`src/design/fhsc_cfg.svh`:
```
// Register map, field positions, reset values and timing counts of the config bank
`ifndef FHSC_CFG_SVH
`define FHSC_CFG_SVH

// Register indices; byte address is four times the index
`define FHSC_CFG_IDX 18'h0f221
`define FHSC_SPARE_IDX 18'h0f222

// Config word reset value and mask of software-writable bits
`define FHSC_CFG_RESET 16'h40c0
`define FHSC_CFG_WMASK 16'hfff0

// Field positions
`define FHSC_RM_BIT 15
`define FHSC_BRL_HI 14
`define FHSC_BRL_LO 12
`define FHSC_BL_HI 11
`define FHSC_BL_LO 9
`define FHSC_ECC_BIT 8
`define FHSC_READY_POLARITY_BIT 7
`define FHSC_INTERRUPT_POLARITY_BIT 6
`define FHSC_OBE_BIT 5
`define FHSC_RDYCONF_BIT 4

// Burst length codes and word counts
`define FHSC_BL_4 3'h1
`define FHSC_BL_8 3'h2
`define FHSC_BL_16 3'h3
`define FHSC_BL_32 3'h4
`define FHSC_WORDS_4 11'h004
`define FHSC_WORDS_8 11'h008
`define FHSC_WORDS_16 11'h010
`define FHSC_WORDS_32 11'h020
`define FHSC_WORDS_CONT 11'h400

// Smallest usable initial latency in link clocks
`define FHSC_LAT_MIN 3'h3

// AXI responses
`define FHSC_RESP_OKAY 2'h0
`define FHSC_RESP_SLVERR 2'h2

`endif

```
`src/design/fhsc_pkg.sv`:
```
// Types shared by the config bank design
package fhsc_pkg;

    // Burst read sequencer states
    typedef enum logic [1:0] {
        BURST_IDLE,
        BURST_LATENCY,
        BURST_DATA
    } fhsc_burst_state_t;

    // One configuration word
    typedef logic [15:0] fhsc_word_t;

endpackage : fhsc_pkg

```
`src/design/fhsc_sync2.sv`:
```
// Two-flop synchroniser for one level from outside the REF_CLK domain
`timescale 1ns/1ns
module fhsc_sync2 (
    // Clock and reset
    input wire logic clk,
    input wire logic srst,
    // Level in and synchronised level out
    input wire logic async_in,
    output logic sync_out
);

    logic meta_q;

    // First stage is read only by the second stage
    always_ff @(posedge clk) begin
        if (srst) begin
            meta_q <= 1'b0;
            sync_out <= 1'b0;
        end else begin
            meta_q <= async_in;
            sync_out <= meta_q;
        end
    end

endmodule : fhsc_sync2

```
`src/design/fhsc_top.sv`:
```
// System configuration register bank with burst read sequencing and pin control
//
// Decided for this implementation: the AXI4-Lite register port.
`timescale 1ns/1ns
`include "fhsc_cfg.svh"

// Operation
// RULE1: Bit 15 picks asynchronous reads at 0 (reset) or synchronous burst reads at 1.
// RULE2: Bits 14:12 give the initial burst latency, codes 3 to 7 cycles, reset 4, 0-2 reserved.
// RULE3: Bits 11:9 give burst length: continuous (reset), 4, 8, 16, or 32 words, 110/111 reserved.
// RULE4: The host transfers exactly the number of words the burst length field asks for.
// RULE5: A continuous burst delivers up to 1K words, as many as the host clocks out.
// RULE6: Bit 8 at 0 (reset) applies error correction and at 1 bypasses it.
// RULE7: Bit 7 at 1 (reset) drives the ready pin high for ready, at 0 low for ready.
// RULE8: Bit 6 at 1 (reset) drives the interrupt pin high for ready status, at 0 inverted.
// RULE9: Ready and interrupt pins float until bit 5 is 1; polarity acts only then.
// RULE10: Bit 5 returns to 0 on cold reset or when software writes 0 to it.
// RULE11: Bit 4 at 0 (reset) raises ready one clock before burst data, at 1 with the data.
// RULE12: Writes are always asynchronous; only the two read modes are defined.
// RULE13: Bit 0 is a read-only boot buffer protect flag that always reads 0 (locked).
// RULE14: The second configuration register is reserved and holds no function.
// RULE15: Bits 3:1 are read-only zero and writes to them are ignored.
module fhsc_top #(
    parameter int ADDR_W = 20
) (
    // Clock and reset
    input wire logic REF_CLK,
    input wire logic SRST,
    // AXI4-Lite write address
    input wire logic [ADDR_W-1:0] S_AXI_AWADDR,
    input wire logic [2:0] S_AXI_AWPROT,
    input wire logic S_AXI_AWVALID,
    output logic S_AXI_AWREADY,
    // AXI4-Lite write data
    input wire logic [31:0] S_AXI_WDATA,
    input wire logic [3:0] S_AXI_WSTRB,
    input wire logic S_AXI_WVALID,
    output logic S_AXI_WREADY,
    // AXI4-Lite write response
    output logic [1:0] S_AXI_BRESP,
    output logic S_AXI_BVALID,
    input wire logic S_AXI_BREADY,
    // AXI4-Lite read address
    input wire logic [ADDR_W-1:0] S_AXI_ARADDR,
    input wire logic [2:0] S_AXI_ARPROT,
    input wire logic S_AXI_ARVALID,
    output logic S_AXI_ARREADY,
    // AXI4-Lite read data
    output logic [31:0] S_AXI_RDATA,
    output logic [1:0] S_AXI_RRESP,
    output logic S_AXI_RVALID,
    input wire logic S_AXI_RREADY,
    // Host burst pins, asynchronous to REF_CLK
    input wire logic BURST_CLK,
    input wire logic BURST_START,
    // Internal device status, on REF_CLK
    input wire logic DEVICE_READY,
    input wire logic INT_STATUS_READY,
    // Configuration seen by the rest of the device
    output logic READ_MODE_SYNC,
    output logic ECC_BYPASS,
    // Burst sequencing
    output logic BURST_ACTIVE,
    output logic BURST_WORD_STROBE,
    output logic [10:0] BURST_WORD_IDX,
    // Ready and interrupt pins
    output logic RDY_O,
    output logic RDY_OE,
    output logic INT_O,
    output logic INT_OE
);

    // Elaboration check; the register indices need at least 20 address bits
    if (ADDR_W < 20 || ADDR_W > 32) begin : gen_addr_w_check
        $error("fhsc_top: ADDR_W must lie between 20 and 32");
    end

    // Register state
    fhsc_pkg::fhsc_word_t cfg_q;
    logic [ADDR_W-1:0] awaddr_q;
    logic aw_held_q;
    logic [15:0] wdata_q;
    logic [1:0] wstrb_q;
    logic w_held_q;
    logic bvalid_q;
    logic [1:0] bresp_q;
    logic rvalid_q;
    logic [31:0] rdata_q;
    logic [1:0] rresp_q;
    logic rd_spare_q;

    // Address decode
    logic aw_hit_cfg;
    logic aw_hit_spare;
    logic ar_hit_cfg;
    logic ar_hit_spare;
    logic do_write;
    logic [15:0] lane_mask;
    fhsc_pkg::fhsc_word_t cfg_d;

    assign aw_hit_cfg = awaddr_q[ADDR_W-1:2] == (ADDR_W-2)'(`FHSC_CFG_IDX);
    assign aw_hit_spare = awaddr_q[ADDR_W-1:2] == (ADDR_W-2)'(`FHSC_SPARE_IDX);
    assign ar_hit_cfg = S_AXI_ARADDR[ADDR_W-1:2] == (ADDR_W-2)'(`FHSC_CFG_IDX);
    assign ar_hit_spare = S_AXI_ARADDR[ADDR_W-1:2] == (ADDR_W-2)'(`FHSC_SPARE_IDX);
    assign do_write = aw_held_q && w_held_q && !bvalid_q;

    // Handshake outputs: accept one address and one data, in any order
    assign S_AXI_AWREADY = !aw_held_q && !bvalid_q;
    assign S_AXI_WREADY = !w_held_q && !bvalid_q;
    assign S_AXI_BVALID = bvalid_q;
    assign S_AXI_BRESP = bresp_q;
    assign S_AXI_ARREADY = !rvalid_q;
    assign S_AXI_RVALID = rvalid_q;
    assign S_AXI_RDATA = rdata_q;
    assign S_AXI_RRESP = rresp_q;

    // Capture write address
    always_ff @(posedge REF_CLK) begin
        if (SRST) begin
            aw_held_q <= 1'b0;
            awaddr_q <= '0;
        end else if (S_AXI_AWVALID && S_AXI_AWREADY) begin
            aw_held_q <= 1'b1;
            awaddr_q <= S_AXI_AWADDR;
        end else if (do_write) begin
            aw_held_q <= 1'b0;
        end
    end

    // Capture write data; only the low two byte lanes carry bits
    always_ff @(posedge REF_CLK) begin
        if (SRST) begin
            w_held_q <= 1'b0;
            wdata_q <= 16'h0000;
            wstrb_q <= 2'h0;
        end else if (S_AXI_WVALID && S_AXI_WREADY) begin
            w_held_q <= 1'b1;
            wdata_q <= S_AXI_WDATA[15:0];
            wstrb_q <= S_AXI_WSTRB[1:0];
        end else if (do_write) begin
            w_held_q <= 1'b0;
        end
    end

    // Byte-lane and writable-bit mask
    assign lane_mask = {{8{wstrb_q[1]}}, {8{wstrb_q[0]}}} & `FHSC_CFG_WMASK; // RULE15 RULE13
    assign cfg_d = (cfg_q & ~lane_mask) | (wdata_q & lane_mask);

    // Config word; cold reset restores defaults, including buffer enable off
    always_ff @(posedge REF_CLK) begin
        if (SRST) begin
            cfg_q <= `FHSC_CFG_RESET; // RULE10
        end else if (do_write && aw_hit_cfg) begin
            cfg_q <= cfg_d; // RULE10
        end
    end

    // Write response; the spare word swallows writes without error
    always_ff @(posedge REF_CLK) begin
        if (SRST) begin
            bvalid_q <= 1'b0;
            bresp_q <= `FHSC_RESP_OKAY;
        end else if (do_write) begin
            bvalid_q <= 1'b1;
            bresp_q <= (aw_hit_cfg || aw_hit_spare) ? `FHSC_RESP_OKAY : `FHSC_RESP_SLVERR; // RULE14
        end else if (S_AXI_BREADY) begin
            bvalid_q <= 1'b0;
        end
    end

    // Read channel: answer one cycle after the address is taken
    always_ff @(posedge REF_CLK) begin
        if (SRST) begin
            rvalid_q <= 1'b0;
            rdata_q <= 32'h00000000;
            rresp_q <= `FHSC_RESP_OKAY;
            rd_spare_q <= 1'b0;
        end else if (S_AXI_ARVALID && S_AXI_ARREADY) begin
            rvalid_q <= 1'b1;
            rd_spare_q <= ar_hit_spare;
            rdata_q <= ar_hit_cfg ? {16'h0000, cfg_q} : 32'h00000000; // RULE14 RULE13
            rresp_q <= (ar_hit_cfg || ar_hit_spare) ? `FHSC_RESP_OKAY : `FHSC_RESP_SLVERR;
        end else if (S_AXI_RREADY) begin
            rvalid_q <= 1'b0;
        end
    end

    // Field views
    logic mode_sync;
    logic [2:0] lat_code;
    logic [2:0] len_code;
    logic rdy_pol;
    logic int_pol;
    logic buf_en;
    logic rdy_conf;
    logic [2:0] latency;
    logic [10:0] words;

    // Only two modes exist: async or sync read, write always async
    assign mode_sync = cfg_q[`FHSC_RM_BIT]; // RULE1 RULE12
    assign lat_code = cfg_q[`FHSC_BRL_HI:`FHSC_BRL_LO];
    assign len_code = cfg_q[`FHSC_BL_HI:`FHSC_BL_LO];
    assign rdy_pol = cfg_q[`FHSC_READY_POLARITY_BIT];
    assign int_pol = cfg_q[`FHSC_INTERRUPT_POLARITY_BIT];
    assign buf_en = cfg_q[`FHSC_OBE_BIT];
    assign rdy_conf = cfg_q[`FHSC_RDYCONF_BIT];

    // Reserved latency codes fall back to the minimum, as no count below it works
    assign latency = (lat_code < `FHSC_LAT_MIN) ? `FHSC_LAT_MIN : lat_code; // RULE2

    // Burst length decode; reserved codes behave as continuous
    always_comb begin
        unique case (len_code)
            `FHSC_BL_4: words = `FHSC_WORDS_4; // RULE3
            `FHSC_BL_8: words = `FHSC_WORDS_8;
            `FHSC_BL_16: words = `FHSC_WORDS_16;
            `FHSC_BL_32: words = `FHSC_WORDS_32;
            default: words = `FHSC_WORDS_CONT; // RULE5
        endcase
    end

    // Synchronise host burst pins
    logic lclk_s;
    logic start_s;
    logic lclk_d_q;
    logic start_d_q;
    logic lclk_rise;
    logic start_rise;

    fhsc_sync2 u_sync_clk (
        .clk(REF_CLK),
        .srst(SRST),
        .async_in(BURST_CLK),
        .sync_out(lclk_s)
    );

    fhsc_sync2 u_sync_start (
        .clk(REF_CLK),
        .srst(SRST),
        .async_in(BURST_START),
        .sync_out(start_s)
    );

    // Edge detect on synchronised levels
    always_ff @(posedge REF_CLK) begin
        if (SRST) begin
            lclk_d_q <= 1'b0;
            start_d_q <= 1'b0;
        end else begin
            lclk_d_q <= lclk_s;
            start_d_q <= start_s;
        end
    end

    assign lclk_rise = lclk_s && !lclk_d_q;
    assign start_rise = start_s && !start_d_q;

    // Burst sequencer
    fhsc_pkg::fhsc_burst_state_t state_q;
    logic [2:0] edge_cnt_q;
    logic [10:0] word_cnt_q;
    logic last_lat_edge;
    logic last_word;

    assign last_lat_edge = (edge_cnt_q + 3'h1) == latency;
    assign last_word = (word_cnt_q + 11'h001) == words;

    // A new start restarts the burst; async mode never enters it
    always_ff @(posedge REF_CLK) begin
        if (SRST) begin
            state_q <= fhsc_pkg::BURST_IDLE;
            edge_cnt_q <= 3'h0;
            word_cnt_q <= 11'h000;
        end else if (start_rise && mode_sync) begin
            state_q <= fhsc_pkg::BURST_LATENCY; // RULE1
            edge_cnt_q <= 3'h0;
            word_cnt_q <= 11'h000;
        end else if (do_write && aw_hit_cfg) begin
            // Config write closes an open burst, so a new length never meets an old count
            state_q <= fhsc_pkg::BURST_IDLE; // RULE12
        end else if (!mode_sync) begin
            state_q <= fhsc_pkg::BURST_IDLE; // RULE12
        end else if (lclk_rise) begin
            unique case (state_q)
                fhsc_pkg::BURST_IDLE: begin
                    state_q <= fhsc_pkg::BURST_IDLE;
                end
                fhsc_pkg::BURST_LATENCY: begin
                    edge_cnt_q <= edge_cnt_q + 3'h1; // RULE2
                    if (last_lat_edge) begin
                        state_q <= fhsc_pkg::BURST_DATA;
                    end
                end
                fhsc_pkg::BURST_DATA: begin
                    word_cnt_q <= word_cnt_q + 11'h001;
                    // Device stops at the length; host must not clock further
                    if (last_word) begin
                        state_q <= fhsc_pkg::BURST_IDLE; // RULE3 RULE4 RULE5
                    end
                end
            endcase
        end
    end

    // Ready level: in sync mode early by one link clock unless configured to match data; async mode follows DEVICE_READY
    logic in_data;
    logic rdy_level;

    assign in_data = state_q == fhsc_pkg::BURST_DATA;

    always_comb begin
        if (!mode_sync) begin
            rdy_level = DEVICE_READY;
        end else if (rdy_conf) begin
            rdy_level = in_data; // RULE11
        end else begin
            rdy_level = in_data || (state_q == fhsc_pkg::BURST_LATENCY && last_lat_edge); // RULE11
        end
    end

    // Registered pin drive; polarity only matters while buffers are on
    always_ff @(posedge REF_CLK) begin
        if (SRST) begin
            RDY_O <= 1'b0;
            RDY_OE <= 1'b0;
            INT_O <= 1'b0;
            INT_OE <= 1'b0;
        end else begin
            RDY_OE <= buf_en; // RULE9
            INT_OE <= buf_en; // RULE9
            RDY_O <= buf_en && (rdy_pol ? rdy_level : !rdy_level); // RULE7
            INT_O <= buf_en && (int_pol ? INT_STATUS_READY : !INT_STATUS_READY); // RULE8
        end
    end

    // Registered configuration and burst outputs
    always_ff @(posedge REF_CLK) begin
        if (SRST) begin
            READ_MODE_SYNC <= 1'b0;
            ECC_BYPASS <= 1'b0;
            BURST_ACTIVE <= 1'b0;
            BURST_WORD_STROBE <= 1'b0;
            BURST_WORD_IDX <= 11'h000;
        end else begin
            READ_MODE_SYNC <= mode_sync; // RULE1
            ECC_BYPASS <= cfg_q[`FHSC_ECC_BIT]; // RULE6
            BURST_ACTIVE <= state_q != fhsc_pkg::BURST_IDLE;
            BURST_WORD_STROBE <= in_data && lclk_rise && !(start_rise && mode_sync);
            BURST_WORD_IDX <= word_cnt_q;
        end
    end

    // Checks
    AST_RO_ZERO: assert property (@(posedge REF_CLK) disable iff (SRST) // RULE13 RULE15
        cfg_q[3:0] == 4'h0)
        else $error("read-only low bits not zero");

    AST_RESET_DEFAULT: assert property (@(posedge REF_CLK) // RULE10
        $past(SRST) |-> cfg_q == `FHSC_CFG_RESET && !buf_en)
        else $error("config word not at default after reset");

    AST_PIN_ENABLE: assert property (@(posedge REF_CLK) disable iff (SRST) // RULE9
        ##1 (RDY_OE == $past(buf_en)) && (INT_OE == $past(buf_en)))
        else $error("pin enables do not follow buffer enable");

    AST_INT_POLARITY: assert property (@(posedge REF_CLK) disable iff (SRST) // RULE8
        $past(buf_en) && !$past(SRST) |-> INT_O == ($past(int_pol) ~^ $past(INT_STATUS_READY)))
        else $error("interrupt pin polarity wrong");

    AST_RDY_POLARITY: assert property (@(posedge REF_CLK) disable iff (SRST) // RULE7
        $past(buf_en) && !$past(SRST) |-> RDY_O == ($past(rdy_pol) ~^ $past(rdy_level)))
        else $error("ready pin polarity wrong");

    AST_LATENCY_COUNT: assert property (@(posedge REF_CLK) disable iff (SRST) // RULE2
        $rose(in_data) |-> edge_cnt_q == latency && edge_cnt_q >= `FHSC_LAT_MIN)
        else $error("burst data began at wrong latency");

    AST_LENGTH_BOUND: assert property (@(posedge REF_CLK) disable iff (SRST) // RULE3 RULE5
        in_data |-> word_cnt_q < words)
        else $error("burst ran past its length");

    AST_RDY_EARLY: assert property (@(posedge REF_CLK) disable iff (SRST) // RULE11
        $rose(in_data) && !rdy_conf && $stable(cfg_q) |-> $past(rdy_level))
        else $error("ready not one clock ahead of data");

    AST_ASYNC_NO_BURST: assert property (@(posedge REF_CLK) disable iff (SRST) // RULE1 RULE12
        !mode_sync |=> !in_data)
        else $error("burst active in asynchronous mode");

    AST_SPARE_ZERO: assert property (@(posedge REF_CLK) disable iff (SRST) // RULE14
        rvalid_q && rd_spare_q |-> rdata_q == 32'h00000000 && rresp_q == `FHSC_RESP_OKAY)
        else $error("spare register read not zero");

    AST_ECC_FOLLOW: assert property (@(posedge REF_CLK) disable iff (SRST) // RULE6
        $changed(cfg_q[`FHSC_ECC_BIT]) |=> ECC_BYPASS == $past(cfg_q[`FHSC_ECC_BIT]))
        else $error("correction bypass output stale");

    // Main scenarios
    COV_CFG_WRITE: cover property (@(posedge REF_CLK) disable iff (SRST)
        do_write && aw_hit_cfg);
    COV_BURST_DONE: cover property (@(posedge REF_CLK) disable iff (SRST)
        in_data ##1 state_q == fhsc_pkg::BURST_IDLE);
    COV_PINS_ON: cover property (@(posedge REF_CLK) disable iff (SRST)
        $rose(RDY_OE));
    COV_UNMAPPED: cover property (@(posedge REF_CLK) disable iff (SRST)
        rvalid_q && rresp_q == `FHSC_RESP_SLVERR);

endmodule : fhsc_top

```
`config.mk`:
```
export PLATFORM = sky130hd
export DESIGN_NAME = fhsc_top
export DESIGN_NICKNAME = d
export VERILOG_FILES = /design/src/design/fhsc_pkg.sv /design/src/design/fhsc_sync2.sv /design/src/design/fhsc_top.sv
export VERILOG_INCLUDE_DIRS = /design/src /design/src/design
export SDC_FILE = /design/constraint.sdc
export NUM_CORES = 1
export LEC_CHECK = 0
export ABC_AREA = 1
export BUFFER_PORTS_ARGS = -buffer_cell sky130_fd_sc_hd__buf_4
export CAP_MARGIN = 20
export CORE_ASPECT_RATIO = 1.4
export CORE_MARGIN = 2
export CORE_UTILIZATION = 49
export DETAILED_ROUTE_END_ITERATION = 10
export GPL_TIMING_DRIVEN = 0
export PLACE_DENSITY = 0.81
export SETUP_SLACK_MARGIN = 0.1
export SLEW_MARGIN = 10
export SYNTH_ARGS = -nofsm -noshare
export SYNTH_HDL_FRONTEND = slang
export SYNTH_SLANG_ARGS = --single-unit
```
`constraint.sdc`:
```
create_clock -name REF_CLK -period 2.2 [get_ports REF_CLK]
set_input_delay 0.22 -clock REF_CLK [delete_from_list [all_inputs] [get_ports REF_CLK]]
set_output_delay 0.22 -clock REF_CLK [all_outputs]
set_load 0.05 [all_outputs]
```
# Yosys cells after proc, flatten, opt, wreduce, memory -nomap -nowiden
# Index checks and enable logic that the tools add are counted.
[totals]
ff_bits = 134
inputBits = 93
output_inout_bits = 60
[op_classes]
bitwise = 6
n_addsub = 2
mux = 23
n_eq_ne = 17
reduce_logical = 40
magnitude_cmp = 1
[ops]
columns = ["operator", "n"]
rows = [
  ["$eq 18x16->1 const B", 4],
  ["$pmux 11 s4", 1],
  ["$and 16x16->16", 2],
  ["$logic_and 1x1->1", 16],
  ["$mux 16", 1],
  ["$not 16->16", 1],
  ["$or 16x16->16", 1],
  ["$mux 1", 15],
  ["$add 11x1->11 const B", 1],
  ["$eq 11x11->1", 1],
  ["$reduce_bool 2->1", 5],
  ["$logic_not 1->1", 9],
  ["$mux 2", 4],
  ["$reduce_and 4->1", 2],
  ["$eq 3x2->1 const B", 2],
  ["$pmux 2 s3", 1],
  ["$reduce_and 3->1", 2],
  ["$ne 5x3->1 const B", 1],
  ["$ne 5x4->1 const B", 1],
  ["$ne 2x2->1 const B", 2],
  ["$ne 4x1->1 const B", 1],
  ["$reduce_or 4->1", 1],
  ["$add 3x1->3 const B", 1],
  ["$eq 3x1->1 const B", 1],
  ["10 further kinds", 13],
]

# Longest topological paths before layout
# Gate-level depths: netlist (run 1).
[logic_depth]
word_depth = 10
depth_mapped = 14
ltp_nobuf = 14

# Hierarchy
# A second synthesis (run 1) with hierarchy kept.
[unflattened]
cells_unflattened = 563
area_unflattened_um2 = 4286.6
[by_module_without_submodules]
columns = ["mod", "area_per_inst_um2", "cells_each", "n_inst", "seq_area_each_um2"]
rows = [
  ["fhsc_top", 4176.5, 551, 1, 1961.9],
  ["fhsc_sync2", 55.1, 6, 2, 40.0],
]

# Worst setup path after synthesis (run 1)
# Ideal clock, no wire load.
[synth_timing]
path_type = "register to register"
startpoint = "reg bvalid_q, in the netlist S_AXI_BVALID"
endpoint = "reg awaddr_q[17]"
synth_period_minus_slack_ns = 2.168
stages_incl_launch_ff = 7
setup_time_ns = 0.065
path_buffers = 1
required_ns = 2.135
path_slack_ns = 0.032
t_arrival_ns = 2.104
path_cell_list = "dfxtp_1 -> nor2_1 -> nand2_1 -> inv_1 -> clkbuf_1 -> nor2_1 -> nor2_1"
[synth_via]
elab_chain_len = 3
[synth_rtl]
columns = ["element", "line_no", "rtl"]
rows = [
  ["from (decl)", "fhsc_top.sv:85", "logic bvalid_q;"],
  ["from (signal assigned)", "fhsc_top.sv:161", "bvalid_q <= 1'b0;"],
  ["from (signal assigned)", "fhsc_top.sv:164", "bvalid_q <= 1'b1;"],
  ["from (signal assigned)", "fhsc_top.sv:167", "bvalid_q <= 1'b0;"],
  ["$logic_not 1->1", "fhsc_top.sv:108", "assign S_AXI_AWREADY = !aw_held_q && !bvalid_q;"],
  ["$logic_and 1x1->1", "fhsc_top.sv:108", ""],
  ["via S_AXI_AWREADY", "fhsc_top.sv:33", "output logic S_AXI_AWREADY,"],
  ["$logic_and 1x1->1", "fhsc_top.sv:122", "end else if (S_AXI_AWVALID && S_AXI_AWREADY) begin"],
  ["to (signal assigned)", "fhsc_top.sv:121", "awaddr_q <= '0;"],
  ["to (signal assigned)", "fhsc_top.sv:124", "awaddr_q <= S_AXI_AWADDR;"],
  ["to (decl)", "fhsc_top.sv:80", "logic [ADDR_W-1:0] awaddr_q;"],
]
# The timed path passes the listed nets, and every way through them passes these cells.
# A chain may end at the register's enable or synchronous reset.

# Worst setup path after layout (run 1)
[layout_timing]
startpoint = "reg word_cnt_q[1]"
endpoint = "reg state_q[1]"
[layout_via]
elab_chain_len = 4
[layout_rtl]
columns = ["element", "line_no", "rtl"]
rows = [
  ["from (decl)", "fhsc_top.sv:261", "logic [10:0] word_cnt_q;"],
  ["from (signal assigned)", "fhsc_top.sv:295", "word_cnt_q <= word_cnt_q + 11'h001;"],
  ["$add 11x1->11", "fhsc_top.sv:266", "assign last_word = (word_cnt_q + 11'h001) == words;"],
  ["$eq 11x11->1", "fhsc_top.sv:266", ""],
  ["$ne 2x2->1 (no line)", "-", ""],
  ["$reduce_and 3->1 (no line)", "-", ""],
  ["to (signal assigned)", "fhsc_top.sv:271", "state_q <= fhsc_pkg::BURST_IDLE;"],
  ["to (signal assigned)", "fhsc_top.sv:275", "state_q <= fhsc_pkg::BURST_LATENCY;"],
  ["to (signal assigned)", "fhsc_top.sv:280", "state_q <= fhsc_pkg::BURST_IDLE;"],
  ["to (decl)", "fhsc_top.sv:259", "fhsc_pkg::fhsc_burst_state_t state_q;"],
]
# Every way passes these cells.

==> run summary, run 1 <==
The run finished with clean final reports. The count of input and output buffers is 97. The largest driver fanout on the critical path came out at 4. The clock sink count is 102. In this run the remaining antenna-violating nets after routing total 0.

Data on the critical path is required at its endpoint by 2.43 ns. Clock tree synthesis inserted a total of 9 buffers. The number of resized instances in the post-cts repair step came out at 0. Counting every instance in the synthesized netlist gives 572. The post-layout net count is 796. The critical path buffer and inverter count is 0. The average wire length per cell after detail routing is 12.42 um. The floorplan die width is 82.69 um. The analysis attributes to net switching a power of 1072 uW. The number of remaining DRC errors came out at 0. The clock insertion delay at the later pin of the skew report is 0.35 ns.

The tool flagged a number of max-cap violations equal to 0. The critical path's most frequent cell is sky130_fd_sc_hd__nand2_1. The netlist area before placement is 4248 um^2.

Of the total power, the share spent switching nets is 24.73%. The initial cell density of the core came out at 49.93%. Grouping stages by cell kind, the critical path spends the most delay in simple AND/OR/NAND/NOR gates. The category of the worst setup path launch point is a flip-flop.

The actual transition at the worst max-transition pin is 0.6579 ns. The die boundary height came out at 114.2 um. The number of warnings reported in the yosys synthesis log came out at 0.

The worst clock skew came out at 0.005848 ns. After layout, the design draws a total of 4334 uW. At the worst endpoint, the arrival time is 2.06 ns.

The number of different library cells used by synthesis comes to 32. Of the available clock period, the critical path in the final layout requires 83.09%. The die covers 9440 um^2. The layout cell share with drive strength beyond 1 came out at 21.53%. The largest individual stage delay along the critical path comes from the cell sky130_fd_sc_hd__dfxtp_1. The placement-stage cell area is 5191 um^2.

TritonCTS built the clock tree. The maximum vdd drop is 0.0006134 V. The relative contribution of sequential cells to total power came out at 45.5%.

Cell internal power was estimated by the tool at 3263 uW. In the synthesized netlist the dominant register cell turns out to be sky130_fd_sc_hd__dfxtp_1. The clock tree root driver cell is sky130_fd_sc_hd__clkbuf_16. The largest net degree at the start of global routing came out at 17. The congestion estimate from routability-driven global placement came to 0.8722.

Measured on the finished design, the core utilization comes to 65.19%. The number of placement rows came out at 40. Setup repair after global routing left no endpoint under its margin. The peak per-stage delay on the critical path came out at 0.38 ns. The share of the yosys chip area belonging to registers is 48.07%. The setup TNS came out at 0 ns.

The final design area excluding fillers is 5547 um^2. The number of enable-type register cells in the synthesized netlist is 0. Fill cells in the final layout number 741.

The count of H-tree levels built during CTS is 3. The register-to-register setup slack is 0.37 ns. The total length of routed wires is 10.08 mm. After clock tree synthesis, the clock-pin slew on the worst setup and hold paths is 0.06 ns.

The worst slew margin relative to its limit came out at 55.98%. Detailed placement finished with a half-perimeter wire length of 7.716 mm. A synthesized cell averages 7.426 um^2. The part of the total power dissipated in combinational logic came out at 12.6%. Power spread over the standard cell area amounts to 781.5 nW/um^2.

Once routing completed, OpenROAD measured the worst setup slack at 0.3720 ns. The final count of pins violating max slew came to 0. The proportion of power drawn by the clock network is 41.9%. The longest clock path from root to sink contains 2 buffers.

The core footprint is 8508 um^2. The total global-route track usage came out at 22.79%. The worst setup path is captured at a flip-flop. The setup violation total in the final timing report is 0. The count of pins on the block boundary came out at 153.

The tightest min-delay check is of the in -> reg type. The type of the worst setup path is reg -> reg. The flip-flop and latch count after synthesis is 102. The combined flip-flop and latch cell area came out at 2042 um^2. The via count of the first global-routing pass was 3828. The area of combinational cells with multiple inputs came out at 1738 um^2.

The signal on the critical path passes through ha_1 > nand2_1 > nor2_4 > nand2_1 > nand2_1 > nand2_1 > nand2_1 > nand2_1 > nor2_1 > nand3_1 > nand2_1 > nand2_1 > nand2_1 > a21oi_1. The count of buffers added by post-CTS timing repair for setup came out at 0. The maximum achievable frequency is 547.0 MHz.

The via count came out at 3961. The setup slack after placement came out at 0.2730 ns. Of all flip-flops after synthesis, the portion carrying an async set or reset was 0%. The leakage power summed over all cells is 0.002612 uW. The first detailed-routing pass took 4 iterations. Buffers inserted to repair hold after CTS numbered 0. The initial antenna violation count came to 0.

The remaining global-route overflow is 0. The final number of hold-violating endpoints came out at 0. The via count normalized by instance count is 4.884. The area added between synthesis and finish is 30.57%. The first global-routing pass estimated 16.61 mm of wire. After the first detailed-routing iteration, the DRC count stood at 144. The worst path in the final design needs a cycle of 1.828 ns, including I/O delays and setup. The number of antenna cells inserted is 0.
## metrics by stage
step | std cells | hold slack (ns)
detailed placement | 795 | 0.4030
global route | 811 | 0.09392
finish | 811 | 0.07950
global placement | 795 | 0.3908
CTS | 811 | 0.07887
floorplan | 593 | 0.3270
## layout by cell type (no fill, tap or decap)
cell,synthesis,routed
sky130_fd_sc_hd__nand3b_4,1,1
sky130_fd_sc_hd__nor2_4,2,3
sky130_fd_sc_hd__buf_6,1,1
sky130_fd_sc_hd__nand4_1,7,7
sky130_fd_sc_hd__inv_4,1,1
sky130_fd_sc_hd__nor3_1,2,2
sky130_fd_sc_hd__a21oi_2,1,1
sky130_fd_sc_hd__o211ai_1,3,3
sky130_fd_sc_hd__ha_1,2,2
sky130_fd_sc_hd__nor2_1,76,73
sky130_fd_sc_hd__bufinv_16,0,3
sky130_fd_sc_hd__clkbuf_1,16,16
sky130_fd_sc_hd__clkinv_2,0,2
sky130_fd_sc_hd__or2_1,1,1
sky130_fd_sc_hd__a221oi_1,1,1
sky130_fd_sc_hd__xor2_1,3,3
sky130_fd_sc_hd__buf_4,24,121
sky130_fd_sc_hd__nand3_1,22,22
sky130_fd_sc_hd__o21a_1,1,1
sky130_fd_sc_hd__dfxtp_1,102,102
sky130_fd_sc_hd__nor4_1,3,3
sky130_fd_sc_hd__o22ai_1,1,1
sky130_fd_sc_hd__inv_1,79,79
sky130_fd_sc_hd__buf_2,1,1
sky130_fd_sc_hd__nor3b_2,1,1
sky130_fd_sc_hd__nand2_4,1,1
sky130_fd_sc_hd__a211oi_1,1,1
sky130_fd_sc_hd__conb_1,1,22
sky130_fd_sc_hd__clkinv_4,0,1
sky130_fd_sc_hd__nand3b_1,1,1
sky130_fd_sc_hd__clkbuf_8,0,1
sky130_fd_sc_hd__nand2_1,86,86
sky130_fd_sc_hd__o21ai_0,67,67
sky130_fd_sc_hd__a21oi_1,61,61
sky130_fd_sc_hd__nor2_2,1,3
sky130_fd_sc_hd__clkbuf_16,0,9
sky130_fd_sc_hd__nand2_2,2,2
## worst paths after layout
path | start | to | depth (start not counted)
max | word_cnt_q[1] | state_q[1] | 14
min | BURST_CLK | u_sync_clk.meta_q | 3
max reg2reg | word_cnt_q[1] | state_q[1] | 14
min reg2reg | u_sync_start.meta_q | u_sync_start.sync_out | 2
## Yosys cell counts, drive strengths merged, types with 3 or more instances
| cell | n | area, um^2 |
|---|---|---|
| o21ai | 67 | 335.3 |
| dfxtp | 102 | 2042 |
| nand3 | 22 | 110.1 |
| nand4 | 7 | 43.79 |
| clkbuf | 16 | 60.06 |
| a21oi | 62 | 314.1 |
| nor4 | 3 | 18.77 |
| inv | 80 | 302.8 |
| o211ai | 3 | 22.52 |
| nand2 | 89 | 346.6 |
| nor2 | 79 | 314.0 |
| xor2 | 3 | 26.28 |
| buf | 26 | 196.4 |
## layer usage
layer	global-route usage [%]	part of all wire (%)	up-vias
li1	-	-	2046
met3	4.653	5.2	30
met5	0	0	-
met4	13.44	3.8	0
met2	39.35	52	106
met1	25.10	39	1779
## power by group through the flow
stage	sequential [uW]	combinational (uW)	clock [uW]
after floorplan	2070	307	0
after global routing	1980	596	1910
final	1970	546	1820
after global placement	2010	534	0
after detailed placement	2010	545	0
after CTS	1970	548	1830
## cell type report
cell class	count	area share (%)
multi-input combinational	369	31.33
tap	105	2.369
sequential	102	36.81
clock buffer	10	4.309
timing repair buffer	97	13.13
clock inverter	6	1.963
inverter	80	5.459
buffer	42	4.624
## logic make-up after synthesis
family                   count (synthesis)  share of synthesized area (%)
XOR/XNOR                                 3                         0.6187
adder cells (fa/ha/maj)                  2                         0.5890
other                                    1                        0.08828
AND/OR/NAND/NOR                        206                          20.94
flip-flops                             102                          48.07
AO/OA/AOI/OAI                          136                          16.52
buffers and inverters                  122                          13.17
## worst min-delay path: cells and delay by family
family | cells | cell delay [ns]
simple gates | 1 | 0.06
buf+inv | 2 | 0.11
No activity file was read; power rests on OpenSTA's default activity.
==> run 2, diff against run 1 <==
CORE_UTILIZATION = 45   (was 49)
PLACE_DENSITY = 0.78   (was 0.81)
clock period = 1.5 ns   (was 2.2 ns; I/O delays follow)
==> run 2 against run 1 <==
Against the previous run: the flow now finishes with violations (negative setup slack); setup slack got worse by 0.49 ns; non-clock buffer count rose by 22; first-iteration DRC count rose by 40%; sequential power rose by 46%; clock skew rose by 0.00050 ns; global-route usage fell by 1.7 points; routed wire length rose by 7.4%; fmax rose by 13%; cell count rose by 3.3%; via count rose by 2.7%; largest cell class unchanged.
==> run summary, run 2 (same netlist as run 1, synthesis figures left out) <==
The signal arrival time at the worst endpoint came out at 1.89 ns. The number of routed nets with antenna violations came out at 0. Across all register-to-register paths, the minimum setup slack is -0.12 ns. The number of placement rows is 42. The post-layout net count came out at 818. The initial antenna violation count came out at 0. Including well taps, the total number of placed cells is 800. The via count is 4068.

The total power after layout is 6115 uW. Once placement finished, the instance area stood at 5293 um^2. Setup violations remaining at the end of the flow were counted as 19. The reg-to-reg startpoint is awaddr_q[11]. The instance count along the most critical hold path is 3. The die footprint came out at 10240 um^2.

The total of max-cap violations came out at 0. The remaining global-route overflow is 0. The TritonCTS clock tree is built.

The leading cell type in the layout, fill and taps excluded is sky130_fd_sc_hd__buf_4. The worst slew margin relative to its limit came out at 60.93%. Power spread over the standard cell area amounts to 1004 nW/um^2. In the layout the commonest cells are sky130_fd_sc_hd__buf_4, sky130_fd_sc_hd__dfxtp_1, sky130_fd_sc_hd__nand2_1, sky130_fd_sc_hd__inv_1, sky130_fd_sc_hd__nor2_1. The final number of hold-violating endpoints is 0. Hold timing on the final database bottoms out at a slack of 0.005586 ns. The setup TNS is -1.221 ns. Walking the worst path, the cells encountered are inv_1 > nor3_2 > nor3b_4 > nand2_4 > nand2_4 > nor2_4 > inv_4 > buf_6 > nor2_2 > a211oi_2. The first routing iteration left 201 violations. The clock drives 102 sinks.

The count of input and output buffers came out at 97. The maximum vdd drop came out at 0.0007903 V. The checks that failed: negative setup slack. Counting along the longest clock path gives a buffer depth of 2. In this design, the critical path's most frequently occurring cell is sky130_fd_sc_hd__nand2_4. The tree is rooted in a sky130_fd_sc_hd__clkbuf_16. The run finished, with violations left. The clock-pin slew on the worst setup and hold paths came out at 0.07 ns.

At the later pin of the worst-skew pair, clock insertion delay measures 0.35 ns. The peak per-stage delay on the critical path came out at 0.32 ns. The average wire length per cell after detail routing came out at 12.92 um. The data required time of the worst path is 1.76 ns.

The count of pins on the block boundary came out at 153. For this run, the total global-route usage over all layers was measured as 21.08%. The iteration count of the initial detailed-routing pass is 4. For the pin with the worst max-slew slack, the measured transition is 0.5860 ns. The tightest min-delay check is of the in -> reg type. Setup repair after global routing could not meet its margin everywhere. The die boundary height came out at 119.0 um.

The critical path is of the reg -> reg type. Of the available clock period, the critical path in the final layout requires 108.2%. The final count of pins violating max slew is 0. CTS built an H-tree with a depth of 3. The destination of the worst hold path is u_sync_start.meta_q. The total clock buffers created by CTS came out at 9. After routing the design area is 6090 um^2.

The number of cells on the worst reg-to-reg path is 10. Entering global routing, the biggest net connects 18 pins. The number of remaining DRC errors came out at 0.

Routability-driven placement finished with a final weighted congestion of 0.9047. The startpoint identified for the worst hold timing path is BURST_START. Between clock sinks in the finished design, the worst skew comes to 0.006351 ns. Counting the fill cells in the layout gives 769. The largest driver fanout on the critical path came out at 5.

The via count of the first global-routing pass came out at 3889. The maximum achievable frequency is 616.3 MHz. The endpoint identified for the worst register-to-register timing path is word_cnt_q[1].

The cell type of the slowest stage on the worst timing path is sky130_fd_sc_hd__dfxtp_1. The worst setup path is launched from a flip-flop. The via count normalized by instance count came out at 4.854. The area added between synthesis and finish is 43.36%. The initial cell density of the core is 45.67%.

After floorplanning, the core was sized to cover 9301 um^2. The wire length of the first global-routing pass is 17.20 mm. The leakage power summed over all cells came out at 0.002840 uW. Counting I/O delays and the setup requirement, the final critical path takes 1.623 ns. The half-perimeter wire length after detailed placement came out at 7.548 mm. The final layout contains routed wiring with a total length of 10.82 mm. The number of antenna cells inserted is 0. STA classifies the critical path endpoint as a flip-flop.

The floorplan die width is 86.12 um. The final worst-path setup slack came out at -0.1225 ns. The final standard cell count with taps included and fillers excluded is 838. The layout cell share with drive strength beyond 1 came out at 35.58%.
-- run 2: metrics by stage --
stage,utilization (%),setup slack [ns]
finish,65.47,-0.1225
global route,65.47,-0.2750
CTS,64.15,-0.1003
detailed placement,56.90,-0.3309
global placement,56.90,-0.3386
floorplan,-,0.01400
-- run 2: worst max-delay path by stage --
stage,startpoint,end,slack (ns)
floorplan,S_AXI_BVALID,flip-flop,0.01
detailed placement,flip-flop,word_cnt_q[1],-0.33
global route,word_cnt_q[7],state_q[1],-0.27
finish,awaddr_q[11],word_cnt_q[1],-0.12
global placement,flip-flop,word_cnt_q[1],-0.34
CTS,awaddr_q[13],flip-flop,-0.10
-- run 2: repair_timing --
item,in CTS,in global routing
pin swaps,20,11
hold endpoints to repair,1,0
hold buffers,1,0
gates resized for setup,72,45
gates cloned,2,0
setup endpoints to repair,33,56
setup buffers,17,2
-- run 2: layout make-up --
type | instances | area, um^2 | area share (%)
timing repair buffer | 119 | 948.4 | 15.57
clock buffer | 10 | 229.0 | 3.760
multi-input combinational | 369 | 2036 | 33.43
inverter | 80 | 316.6 | 5.198
tap | 110 | 137.6 | 2.260
sequential | 102 | 2072 | 34.03
buffer | 42 | 280.3 | 4.602
clock inverter | 6 | 70.07 | 1.151
-- run 2: worst max-delay path, delay by kind of cell (launching register included) --
family	cells	cell delay, ns
buf+inv	3	0.30
flops	1	0.32
simple gates	6	0.77
compound gates	1	0.14
-- run 2: power by group --
| group | internal (uW) | switching (uW) | leakage (uW) |
|---|---|---|---|
| registers | 2820 | 59.7 | 0.000841 |
| logic | 317 | 552 | 0.00185 |
| clock network | 1310 | 1050 | 0.000147 |
| total | 4450 | 1660 | 0.00284 |
-- run 2: routing by layer --
metal	routed length [um]	part of all wire [%]	global-route usage (%)
met5	0	0	0
met3	511	4.7	4.366
met1	3977	37	21.70
met4	380	3.5	9.325
met2	5956	55	39.73
